$ cat config.mk
export PLATFORM = sky130hd
export DESIGN_NAME = lcap_top
export DESIGN_NICKNAME = d
export VERILOG_FILES = /design/src/lcap_pkg.sv /design/src/lcap_width_if.sv /design/src/lcap_top.sv /design/src/lcap_width_resolve.sv
export SDC_FILE = /design/constraint.sdc
export NUM_CORES = 1
export LEC_CHECK = 0
export ABC_AREA = 1
export BUFFER_PORTS_ARGS = -buffer_cell sky130_fd_sc_hd__buf_4
export CAP_MARGIN = 20
export CORE_MARGIN = 8
export CORE_UTILIZATION = 42
export DETAILED_ROUTE_END_ITERATION = 16
export PLACE_DENSITY_LB_ADDON = 0.12
export SYNTH_ARGS = -nofsm -noshare
export SYNTH_HDL_FRONTEND = slang
export SYNTH_SLANG_ARGS = --single-unit
$ cat constraint.sdc
create_clock -name clk_i -period 2 [get_ports clk_i]
set_input_delay 0.4 -clock clk_i [delete_from_list [all_inputs] [get_ports clk_i]]
set_output_delay 0.4 -clock clk_i [all_outputs]
set_load 0.05 [all_outputs]
$ cat src/lcap_pkg.sv
// Shared offsets, field positions and reset values of the link capabilities
package lcap_pkg;
  // Register offsets (byte addresses on the plain register port)
  localparam logic [11:0] LCAP_OFS = 12'h04c;
  localparam logic [11:0] LCTL_OFS = 12'h050;
  localparam logic [11:0] UNLOCK_OFS = 12'h400;
  localparam int ADDR_W = 12;
  localparam int DATA_W = 32;
  // Link capabilities field positions
  localparam int SPEED_LSB = 0;
  localparam int SPEED_MSB = 3;
  localparam int WIDTH_LSB = 4;
  localparam int WIDTH_MSB = 9;
  localparam int LPS_LSB = 10;
  localparam int LPS_MSB = 11;
  localparam int QEL_LSB = 12;
  localparam int QEL_MSB = 14;
  localparam int DEL_LSB = 15;
  localparam int DEL_MSB = 17;
  localparam int CLKRM_BIT = 18;
  localparam int SDROP_BIT = 19;
  localparam int LACT_BIT = 20;
  localparam int PORT_LSB = 24;
  localparam int PORT_MSB = 31;
  // Link control field positions
  localparam int ASPM_LSB = 0;
  localparam int ASPM_MSB = 1;
  localparam int REFCLK_BIT = 6;
  localparam int ESYNC_BIT = 7;
  // Unlock control field position
  localparam int UNLOCK_BIT = 0;
  // Field values
  localparam logic [3:0] SPEED_GEN1 = 4'h1;
  localparam logic [5:0] WIDTH_X1 = 6'h01;
  localparam logic [5:0] WIDTH_X2 = 6'h02;
  localparam logic [1:0] LPS_BOTH = 2'h3;
  localparam logic [2:0] QEL_SEPARATE = 3'h5;
  localparam logic [2:0] QEL_COMMON = 3'h3;
  localparam logic [2:0] DEL_RESET = 3'h2;
  localparam logic CLKRM_RESET = 1'b0;
  localparam logic [1:0] ASPM_RESET = 2'h0;
endpackage

$ cat src/lcap_width_if.sv
// Carries the width code to the resolver and the resolved lane count back
`timescale 1ns/10ps
interface lcap_width_if;
  logic [5:0] width_code;
  logic [5:0] lanes_eff;
  modport owner (output width_code, input lanes_eff);
  modport resolver (input width_code, output lanes_eff);
endinterface

$ cat src/lcap_top.sv
// Link capabilities register of one switch port, with link control
//
// Overview of operation
// Max speed field 3:0 reads 0x1 (2.5 Gbps), read-only.
// Max width field 9:4 starts at the port's physical width.
// Upstream port may override max width to train narrower.
// Reserved or invalid width code makes the link run as x1.
// Low-power support field 11:10 always reads 0x3, ignores writes.
// Quick exit latency reads 0x5 with separate reference clocks.
// Quick exit latency reads 0x3 with a common reference clock.
// Common clock comes from link control bit 6, written by software.
// Deep exit latency field 17:15 resets to 0x2.
// Clock removal bit 18 resets to zero.
// Surprise drop bit 19 resets 0 upstream, 1 downstream.
// Link active bit 20 resets 1 downstream, stays 0 upstream.
// Port index field 31:24 is read-only and returns the port number.
// Lockable fields written only while unlocked; bits 23:21 read zero.
//
// Added by the designer: the address-and-strobe port.
`timescale 1ns/10ps
module lcap_top #(
  parameter logic [7:0] PORT_NUM = 8'h00,
  parameter logic IS_UPSTREAM = 1'b1,
  parameter logic [5:0] PHYS_WIDTH = 6'h01
) (
  // Clock and reset
  input wire logic clk_i,
  input wire logic rst_i,
  // Register port
  input wire logic [lcap_pkg::ADDR_W-1:0] addr_i,
  input wire logic [lcap_pkg::DATA_W-1:0] wdata_i,
  input wire logic wr_i,
  input wire logic rd_i,
  output logic [lcap_pkg::DATA_W-1:0] rdata_o,
  // Link side
  output logic [5:0] link_width_o,
  output logic shared_refclk_o,
  output logic [1:0] low_power_enable_o,
  output logic ext_sync_o
);
  localparam logic DOWN_CAP = ~IS_UPSTREAM;

  logic [5:0] max_width_ff;
  logic [2:0] deep_exit_ff;
  logic clock_removal_ff;
  logic surprise_drop_ff;
  logic link_active_ff;
  logic [1:0] aspm_ff;
  logic shared_refclk_ff;
  logic ext_sync_ff;
  logic unlock_ff;
  logic [lcap_pkg::DATA_W-1:0] rdata_ff;
  logic [lcap_pkg::DATA_W-1:0] nxt_rdata;
  logic [lcap_pkg::DATA_W-1:0] lcap_word;
  logic [lcap_pkg::DATA_W-1:0] lctl_word;
  logic [2:0] quick_exit;
  logic lcap_wr;
  logic lctl_wr;
  logic unlock_wr;

  lcap_width_if wif ();

  lcap_width_resolve #(
    .PHYS_WIDTH(PHYS_WIDTH)
  ) u_width (
    .clk_i(clk_i),
    .rst_i(rst_i),
    .wif(wif)
  );

  assign wif.width_code = max_width_ff;
  assign link_width_o = wif.lanes_eff;
  assign shared_refclk_o = shared_refclk_ff;
  assign low_power_enable_o = aspm_ff;
  assign ext_sync_o = ext_sync_ff;
  assign rdata_o = rdata_ff;

  // Lockable writes need the unlock bit set beforehand
  assign lcap_wr = wr_i && (addr_i == lcap_pkg::LCAP_OFS) && unlock_ff;
  assign lctl_wr = wr_i && (addr_i == lcap_pkg::LCTL_OFS);
  assign unlock_wr = wr_i && (addr_i == lcap_pkg::UNLOCK_OFS);

  // Latency follows the clocking software declared for this link
  assign quick_exit = shared_refclk_ff ? lcap_pkg::QEL_COMMON
                                       : lcap_pkg::QEL_SEPARATE;

  always_ff @(posedge clk_i or posedge rst_i) begin
    if (rst_i) begin
      unlock_ff <= 1'b0;
    end else if (unlock_wr) begin
      unlock_ff <= wdata_i[lcap_pkg::UNLOCK_BIT];
    end
  end

  // Only the upstream port may narrow its trained width
  always_ff @(posedge clk_i or posedge rst_i) begin
    if (rst_i) begin
      max_width_ff <= PHYS_WIDTH;
    end else if (lcap_wr && IS_UPSTREAM) begin
      max_width_ff <= wdata_i[lcap_pkg::WIDTH_MSB:lcap_pkg::WIDTH_LSB];
    end
  end

  always_ff @(posedge clk_i or posedge rst_i) begin
    if (rst_i) begin
      deep_exit_ff <= lcap_pkg::DEL_RESET;
      clock_removal_ff <= lcap_pkg::CLKRM_RESET;
      surprise_drop_ff <= DOWN_CAP;
      link_active_ff <= DOWN_CAP;
    end else if (lcap_wr) begin
      deep_exit_ff <= wdata_i[lcap_pkg::DEL_MSB:lcap_pkg::DEL_LSB];
      clock_removal_ff <= wdata_i[lcap_pkg::CLKRM_BIT];
      surprise_drop_ff <= wdata_i[lcap_pkg::SDROP_BIT];
      // Upstream never reports link-active, whatever is written
      link_active_ff <= wdata_i[lcap_pkg::LACT_BIT] & DOWN_CAP;
    end
  end

  always_ff @(posedge clk_i or posedge rst_i) begin
    if (rst_i) begin
      aspm_ff <= lcap_pkg::ASPM_RESET;
      shared_refclk_ff <= 1'b0;
      ext_sync_ff <= 1'b0;
    end else if (lctl_wr) begin
      aspm_ff <= wdata_i[lcap_pkg::ASPM_MSB:lcap_pkg::ASPM_LSB];
      shared_refclk_ff <= wdata_i[lcap_pkg::REFCLK_BIT];
      ext_sync_ff <= wdata_i[lcap_pkg::ESYNC_BIT];
    end
  end

  always_comb begin
    lcap_word = '0;
    lcap_word[lcap_pkg::SPEED_MSB:lcap_pkg::SPEED_LSB] =
      lcap_pkg::SPEED_GEN1;
    lcap_word[lcap_pkg::WIDTH_MSB:lcap_pkg::WIDTH_LSB] = max_width_ff;
    lcap_word[lcap_pkg::LPS_MSB:lcap_pkg::LPS_LSB] =
      lcap_pkg::LPS_BOTH;
    lcap_word[lcap_pkg::QEL_MSB:lcap_pkg::QEL_LSB] = quick_exit;
    lcap_word[lcap_pkg::DEL_MSB:lcap_pkg::DEL_LSB] = deep_exit_ff;
    lcap_word[lcap_pkg::CLKRM_BIT] = clock_removal_ff;
    lcap_word[lcap_pkg::SDROP_BIT] = surprise_drop_ff;
    lcap_word[lcap_pkg::LACT_BIT] = link_active_ff;
    lcap_word[lcap_pkg::PORT_MSB:lcap_pkg::PORT_LSB] = PORT_NUM;
  end

  always_comb begin
    lctl_word = '0;
    lctl_word[lcap_pkg::ASPM_MSB:lcap_pkg::ASPM_LSB] = aspm_ff;
    lctl_word[lcap_pkg::REFCLK_BIT] = shared_refclk_ff;
    lctl_word[lcap_pkg::ESYNC_BIT] = ext_sync_ff;
  end

  // Read data stand for exactly one cycle; unmapped reads give zero
  always_comb begin
    nxt_rdata = '0;
    if (rd_i) begin
      unique case (addr_i)
        lcap_pkg::LCAP_OFS: nxt_rdata = lcap_word;
        lcap_pkg::LCTL_OFS: nxt_rdata = lctl_word;
        lcap_pkg::UNLOCK_OFS: nxt_rdata[lcap_pkg::UNLOCK_BIT] = unlock_ff;
        default: nxt_rdata = '0;
      endcase
    end
  end

  always_ff @(posedge clk_i or posedge rst_i) begin
    if (rst_i) begin
      rdata_ff <= '0;
    end else begin
      rdata_ff <= nxt_rdata;
    end
  end
endmodule // lcap_top

$ cat src/lcap_width_resolve.sv
// Resolves the maximum-width code to the lane count used for training
`timescale 1ns/10ps
module lcap_width_resolve #(
  parameter logic [5:0] PHYS_WIDTH = 6'h01
) (
  // Clock and reset
  input wire logic clk_i,
  input wire logic rst_i,
  // Width carrier
  lcap_width_if.resolver wif
);
  logic code_ok;

  // A x2 code is only meaningful where two lanes are really bonded
  always_comb begin
    code_ok = (wif.width_code == lcap_pkg::WIDTH_X1) ||
              ((wif.width_code == lcap_pkg::WIDTH_X2) &&
               (PHYS_WIDTH >= lcap_pkg::WIDTH_X2));
  end

  always_ff @(posedge clk_i or posedge rst_i) begin
    if (rst_i) begin
      wif.lanes_eff <= lcap_pkg::WIDTH_X1;
    end else begin
      wif.lanes_eff <= code_ok ? wif.width_code
                               : lcap_pkg::WIDTH_X1;
    end
  end
endmodule // lcap_width_resolve
==> results of run 1 <==
how the worst min path moves through the flow:
stage	startpoint	endpoint	cells after the start
6_report	rst_i	u_width.wif.lanes_eff[1]$_DFF_PP0_	3
3_3_place_gp	rst_i	u_width.wif.lanes_eff[1]$_DFF_PP0_	3
5_1_grt	rst_i	u_width.wif.lanes_eff[1]$_DFF_PP0_	3
2_1_floorplan	max_width_ff[4]$_DFFE_PP0P_	rdata_o[8]$_DFF_PP0_	2
3_5_place_dp	rst_i	u_width.wif.lanes_eff[1]$_DFF_PP0_	3
4_1_cts	rst_i	u_width.wif.lanes_eff[1]$_DFF_PP0_	3
sequential cells by signal, indices dropped and copies added, names as in the netlist:
register / count
surprise_drop_ff: 1
rdata_o: 16
ext_sync_o: 1
u_width.wif.lanes_eff: 6
clock_removal_ff: 1
max_width_ff: 6
shared_refclk_o: 1
low_power_enable_o: 2
unlock_ff: 1
deep_exit_ff: 3
cell families after synthesis:
kind of cell           after synthesis  synth area share (%)
DFF                                 38                  58.6
AOI/OAI and AO/OA                   18                  7.76
buffers and inverters               45                  15.1
other                                2                 0.461
and+or+nand+nor                     64                  18.1
layout by cell type, fill, tap and decap left out, types with 3 or more instances in the layout:
| master | synthesis | routed |
|---|---|---|
| nor2_1 | 21 | 21 |
| conb_1 | 2 | 20 |
| o21ai_0 | 6 | 6 |
| o21ai_2 | 9 | 9 |
| inv_1 | 26 | 26 |
| nand3_1 | 4 | 4 |
| dfrtp_1 | 35 | 35 |
| nand2_1 | 31 | 31 |
| dfstp_2 | 3 | 3 |
| clkbuf_8 | 0 | 6 |
| buf_4 | 16 | 59 |
report_power, final:
group	switching [mW]	internal, mW
Clock	0.229	0.281
Combinational	0.126	0.0534
Sequential	0.00212	0.776
area by class of cell:
type | instances | area share [%]
Sequential cell | 38 | 44.6
Multi-Input combinational cell | 102 | 23.2
Timing Repair Buffer | 59 | 20.7
Inverter | 26 | 4.56
Clock buffer | 8 | 4.21
Tap cell | 48 | 2.80
metal layers:
metal | vias up | global-route usage, % | wire (um)
li1 | 596 | - | -
met1 | 542 | 10.6 | 1240
met2 | 46 | 19.7 | 1710
met3 | 2 | 5.24 | 291
met4 | 0 | 6.11 | 48
met5 | - | 0 | 0
through the flow:
step	setup slack, ps	instance area [um2]	instances
5_1_grt	483	2140	281
6_report	614	2140	281
4_1_cts	594	2140	281
2_1_floorplan	676	1700	185
3_3_place_gp	389	2050	273
3_5_place_dp	352	2050	273
==> results.toml, run 1 <==
[setup_path]
endpoint = "link_width_o[0]"
reg2reg_depth = 5
cp_top_family = "flip-flops"
path_buf_inv = 1
required_ps = 1600
timing.rr.end = "deep_exit_ff[2]$_DFFE_PP0P_"
cpPeakStageDelay_ps = 520
r2r-start = "unlock_ff$_DFFE_PP0P_"
startpoint = "u_width.wif.lanes_eff[0]$_DFF_PP1_"
crit_path_cell_trace = "buf_4"
critPathKind = "reg -> out"
cp_num_cells = 1
crit_path_end_kind = "output pin"
startpoint_type = "flip-flop"
reg2reg_slack_ps = 880
slowest_stage = "dfstp_2"
cp_data_arrival_time_ps = 990
path_max_fanout = 1

[placement]
port_buffers = 56
place_congestion = 0.740
dp_hpwl_mm = 2.66

[yosys]
syn_area_um2 = 1630
ys_seq_elements = 38
yosysWarningCount = 0
synth-edff-count = 0
yosysTopAreaCellShare_pct = 53.8
synth_top_area_cell = "dfrtp_1"
synth_common_cells = "35 x dfrtp_1, 31 x nand2_1, 26 x inv_1"
yosysSeqAreaShare_pct = 58.6
yosysUniqueCellTypes = 22
syn_inst = 167
async_flop_share_pct = 100
ys_top_cells_by_area = "dfrtp_1 54%, buf_4 7.4%, nand2_1 7.1%"
ys.flop_type = "dfrtp_1"
yosysMostFrequentCell = "dfrtp_1"
avgSynthCellArea_um2 = 9.75

[floorplan]
rows = 22
ios = 90
die_w_um = 78.3
die_area_um2 = 6130
die_h_um = 78.3
core_region_area_um2 = 3690
start_util_pct = 44.2

[pwr]
power_density_nw_per_um2 = 685
peakVddDrop_uv = 226
leakage_nw = 1.23
total_power_mw = 1.47

[timing]
rsz0062_at_grt = "false"
clock_skew_ps = 12.0
tns_ps = 0
whs_ps = 130
finalSetupViolCount = 0
hold_viol = 0
fmax_ghz = 0.722
slew_viol_final = 0
final.min_clock_period_ps = 1390
period_share_pct = 69.3

[routing]
drcViolationCount = 0
first_pass_iters = 4
drt_iter0_markers = 59
vias = 1186
ant_nets = 0
avgViaCountPerCell = 4.22
wl_mm = 3.30
wl_per_cell_um = 11.7

[clock_network]
h-tree-depth = 2
cts_root_buf = "clkbuf_8"
ctsHoldBuffers = 0
cts_tree = "yes"
cts.sinks = 38
numCtsBuffers = 5
path_clk_slew_ps = 70
insertion_delay_ps = 280
cts_setup_buffers = 0
clock_path_buffers = 2
cts_resized = 0

[job]
cap_violations = 0

[final_layout]
fillers = 348
antenna_cells = 0
multi_input_area_um2 = 497
seqCellArea_um2 = 955
nNetsFinal = 280
synthToLayoutAreaGrowth_pct = 31.5
drive_gt1_share_pct = 35.6
utilization_pct = 58.1

[global_route]
antenna_found_initial = 0
grt_max_degree = 25
grt.total_usage_pct = 11.2
grt_pass1_wl_mm = 5.54
first_global_vias = 1292
grt_overflow_total = 0

[worst_hold_path]
hp-class = "in -> async"

[status]
status = "finished clean"
Power figures use the tool's default switching activity.
==> run 2: changes to the inputs <==
- CORE_UTILIZATION: 42 -> 39
- clock period: 2 -> 1.2 ns (I/O delays scaled with it)
==> results.toml, run 2 (synthesized netlist as in run 1, its figures left out) <==
[job]
cap_violations = 0

[routing]
drcViolationCount = 0
first_pass_iters = 4
ant_nets = 0
vias = 1196
wl_per_cell_um = 11.3
drt_iter0_markers = 51
wl_mm = 3.28
avgViaCountPerCell = 4.14

[floorplan]
die_h_um = 80.6
ios = 90
start_util_pct = 40.7
rows = 23
die_w_um = 80.6
die_area_um2 = 6500
core_region_area_um2 = 4000

[setup_path]
startpoint_type = "flip-flop"
path_max_fanout = 1
required_ps = 960
slowest_stage = "dfstp_2"
cp_num_cells = 1
cp_data_arrival_time_ps = 950
path_buf_inv = 1
crit_path_cell_trace = "buf_8"
cpPeakStageDelay_ps = 530
crit_path_end_kind = "output pin"
critPathKind = "reg -> out"
reg2reg_depth = 4
cp_top_family = "flip-flops"

[placement]
dp_hpwl_mm = 2.56
port_buffers = 56
place_congestion = 0.714

[timing]
rsz0062_at_grt = "true"
tns_ps = 0
final.min_clock_period_ps = 1190
clock_skew_ps = 7.38
whs_ps = 10.1
hold_viol = 0
slew_viol_final = 0
period_share_pct = 99.2
finalSetupViolCount = 0
fmax_ghz = 0.840

[final_layout]
largest_reg_flops = 16
synthToLayoutAreaGrowth_pct = 38.0
multi_input_area_um2 = 497
mostFrequentLayoutCells = "62 x buf_4, 35 x dfrtp_1, 31 x nand2_1, 26 x inv_1, 21 x nor2_1"
nNetsFinal = 286
seqCellArea_um2 = 955
antenna_cells = 0
final_common_cell = "buf_4"
fillers = 375
drive_gt1_share_pct = 37.7

[clock_network]
path_clk_slew_ps = 80
ctsHoldBuffers = 0
cts_tree = "yes"
clock_path_buffers = 2
h-tree-depth = 2
numCtsBuffers = 5
insertion_delay_ps = 290
cts.sinks = 38
cts_root_buf = "clkbuf_8"
cts_setup_buffers = 0

[pwr]
peakVddDrop_uv = 751
leakage_nw = 1.28
power_density_nw_per_um2 = 1200
total_power_mw = 2.71

[global_route]
grt_pass1_wl_mm = 5.48
grt_max_degree = 39
antenna_found_initial = 0
grt.total_usage_pct = 10.9
first_global_vias = 1210
grt_overflow_total = 0

[worst_hold_path]
hp-class = "in -> async"

[status]
status = "finished clean"
==> run 2: metrics by stage <==
| stage | worst slack [ps] | std cells | cell area, um2 | util, % |
|---|---|---|---|---|
| global route | -18.7 | 289 | 2250 | 56.2 |
| global placement | -169 | 281 | 2120 | 53.1 |
| detailed placement | -164 | 281 | 2120 | 53.1 |
| CTS | -5.60 | 289 | 2250 | 56.2 |
| finish | 9.40 | 289 | 2250 | 56.2 |
| floorplan | 36.3 | 185 | 1700 | - |
==> run 2: where the power goes <==
group | internal (mW) | switching, mW
clock network | 0.677 | 0.423
logic | 0.0969 | 0.212
registers | 1.29 | 0.00387
==> run 2: what timing repair did <==
item / 4_1_cts / 5_1_grt
cloned: 0 / 0
setup endpoints to repair: 1 / 1
resized for setup: 2 / 0
==> run 2: routing by layer <==
| layer | wire, um | part of all wire [%] | track usage (%) |
|---|---|---|---|
| met1 | 1360 | 41 | 12.7 |
| met2 | 1560 | 47 | 17.4 |
| met3 | 319 | 9.7 | 4.80 |
| met4 | 44 | 1.3 | 3.82 |
| met5 | 0 | 0 | 0 |
==> run 2: worst paths after layout <==
check	from	end	slack, ps
worst max-delay path	u_width.wif.lanes_eff[0]$_DFF_PP1_	link_width_o[0]	9
worst min-delay path	rst_i	rdata_o[5]$_DFF_PP0_	10
worst max register to register	unlock_ff$_DFFE_PP0P_	max_width_ff[4]$_DFFE_PP0P_	230
worst min register to register	shared_refclk_o$_DFFE_PP0P_	rdata_o[14]$_DFF_PP0_	490
max in group asynchronous	rst_i	max_width_ff[0]$_DFFE_PP1P_	930
min in group clk_i	wdata_i[18]	clock_removal_ff$_DFFE_PP0P_	150
==> run 2: layout make-up <==
class,instances,area share (%)
clock buffers,7,3.84
clock inverters,1,1.34
inverters,26,4.34
multi-input cells,102,22.1
flip-flops and latches,38,42.5
well taps,50,2.78
repair buffers,65,23.1
==> run 3: changes to the inputs <==
- ABC_AREA: 1 -> unset
==> results.toml, run 3 <==
[yosys]
syn_inst = 108
avgSynthCellArea_um2 = 14.3
synth_top_area_cell = "dfrtp_1"
ys_top_cells_by_area = "dfrtp_1 57%, mux2_2 12%, buf_4 8.3%"
yosysWarningCount = 0
async_flop_share_pct = 100
syn_area_um2 = 1540
ys_seq_elements = 38
synth_common_cells = "35 x dfrtp_1, 17 x buf_4, 16 x mux2_2"
yosysMostFrequentCell = "dfrtp_1"
ys.flop_type = "dfrtp_1"
yosysUniqueCellTypes = 25
yosysSeqAreaShare_pct = 61.8
synth-edff-count = 0
yosysTopAreaCellShare_pct = 56.7

[routing]
first_pass_iters = 3
drt_iter0_markers = 46
ant_nets = 0
avgViaCountPerCell = 4.27
drcViolationCount = 0
wl_per_cell_um = 14.1
vias = 1011
wl_mm = 3.34

[timing]
rsz0062_at_grt = "true"
hold_viol = 0
slew_viol_final = 0
fin_ws_ps = -161
period_share_pct = 113
final.min_clock_period_ps = 1360
whs_ps = 16.0
clock_skew_ps = 6.93
finalSetupViolCount = 26
fmax_ghz = 0.735

[clock_network]
path_clk_slew_ps = 80
insertion_delay_ps = 290
clock_path_buffers = 2
cts_root_buf = "clkbuf_8"
h-tree-depth = 2
cts.sinks = 38
cts_tree = "yes"
numCtsBuffers = 5

[floorplan]
die_w_um = 78.9
core_region_area_um2 = 3910
die_h_um = 78.9
start_util_pct = 39.5
die_area_um2 = 6230
ios = 90
rows = 23

[setup_path]
slowest_stage = "dfrtp_1"
required_ps = 1370
crit_path_cell_trace = "and3b_1 -> and4bb_2 -> buf_12 -> mux2_4"
path_max_fanout = 10
cp_data_arrival_time_ps = 1530
startpoint_type = "flip-flop"
timing.rr.end = "max_width_ff[3]$_DFFE_PP0P_"
cpPeakStageDelay_ps = 380
cp_top_family = "simple AND/OR/NAND/NOR gates"
path_buf_inv = 1
r2r-start = "unlock_ff$_DFFE_PP0P_"
reg2reg_slack_ps = -160
reg2reg_depth = 4
critPathKind = "reg -> reg"
crit_path_end_kind = "flip-flop"

[status]
violations = "negative setup slack"
status = "complete, but fails checks"

[final_layout]
final_common_cell = "buf_4"
mostFrequentLayoutCells = "60 x buf_4, 35 x dfrtp_1, 20 x conb_1, 10 x and2_1, 10 x mux2_4"
synthToLayoutAreaGrowth_pct = 50.0
nNetsFinal = 234
antenna_cells = 0
utilization_pct = 59.2
final-instance-count-excl-fill = 237
drive_gt1_share_pct = 56.7
largest_reg_flops = 16
fillers = 335

[job]
cap_violations = 0

[placement]
placedCellCount = 226
dp_hpwl_mm = 2.61
port_buffers = 56
place_congestion = 0.698

[global_route]
grt_max_degree = 30
first_global_vias = 1116
antenna_found_initial = 0
grt.total_usage_pct = 11.1
grt_overflow_total = 0
grt_pass1_wl_mm = 5.31

[worst_hold_path]
hp-class = "in -> async"

[pwr]
leakage_nw = 1.21
power_density_nw_per_um2 = 1180
peakVddDrop_uv = 703
-- run 3: repair_timing --
item,4_1_cts,5_1_grt
resized for setup,7,7
pin swaps,2,2
endpoints found under the setup margin,30,32
cloned,0,0
hold buffers,0,0
buffers inserted,2,1
-- run 3: final cells by class --
type                    count  area [um2]  area share [%]
multi-input cells          69         583            25.2
well taps                  50        62.6            2.70
flip-flops and latches     38         955            41.2
clock inverters             1        30.0            1.30
repair buffers             71         596            25.7
clock buffers               7        86.3            3.73
inverters                   1        3.75           0.162
-- run 3: worst max-delay path by stage --
| stage | startpoint | endpoint | slack (ps) | depth (start not counted) |
|---|---|---|---|---|
| 2_1_floorplan | addr_i[5] | clock_removal_ff$_DFFE_PP0P_ | -320 | 4 |
| 3_3_place_gp | addr_i[5] | max_width_ff[1]$_DFFE_PP0P_ | -470 | 5 |
| 3_5_place_dp | addr_i[5] | max_width_ff[5]$_DFFE_PP0P_ | -500 | 5 |
| 4_1_cts | unlock_ff$_DFFE_PP0P_ | max_width_ff[3]$_DFFE_PP0P_ | -170 | 4 |
| 5_1_grt | unlock_ff$_DFFE_PP0P_ | max_width_ff[3]$_DFFE_PP0P_ | -190 | 4 |
| 6_report | unlock_ff$_DFFE_PP0P_ | max_width_ff[3]$_DFFE_PP0P_ | -160 | 4 |
-- run 3: power by group --
| part | switching, mW | internal [mW] | total, mW |
|---|---|---|---|
| combinational | 0.209 | 0.117 | 0.326 |
| sequential | 0.00386 | 1.29 | 1.30 |
| clock | 0.426 | 0.677 | 1.10 |
| total | 0.638 | 2.09 | 2.73 |
-- run 3: cell families after synthesis --
family	Yosys count	synth area share [%]
AOI/OAI and AO/OA	3	1.78
DFF	38	61.8
other	2	0.486
muxes	16	11.7
and+or+nand+nor	30	15.0
buffers and inverters	19	9.24
-- run 3: worst reg2reg max path, cell delays in order, from the launching register on --
cell and delay [ps]:
dfrtp_1 380, and3b_1 170, and4bb_2 260, buf_12 150, mux2_4 290
-- run 3: per-stage QoR --
step                      setup TNS (ps)  setup WS (ps)  power (mW)  cell area, um2
after floorplan                    -7040           -323        1.53            1670
after global placement            -12790           -472        1.63            2130
after detailed placement          -13030           -501        1.63            2130
after CTS                          -2620           -174        2.75            2280
after global routing               -3320           -187        2.84            2320
final                              -2760           -161        2.73            2320
-- run 3: per-layer routing --
layer	routed length [um]	GRT usage, %	vias to the layer above
met5	0	0	-
li1	-	-	490
met2	1700	18.1	38
met3	275	4.40	6
met4	51	6.11	0
met1	1310	12.2	477
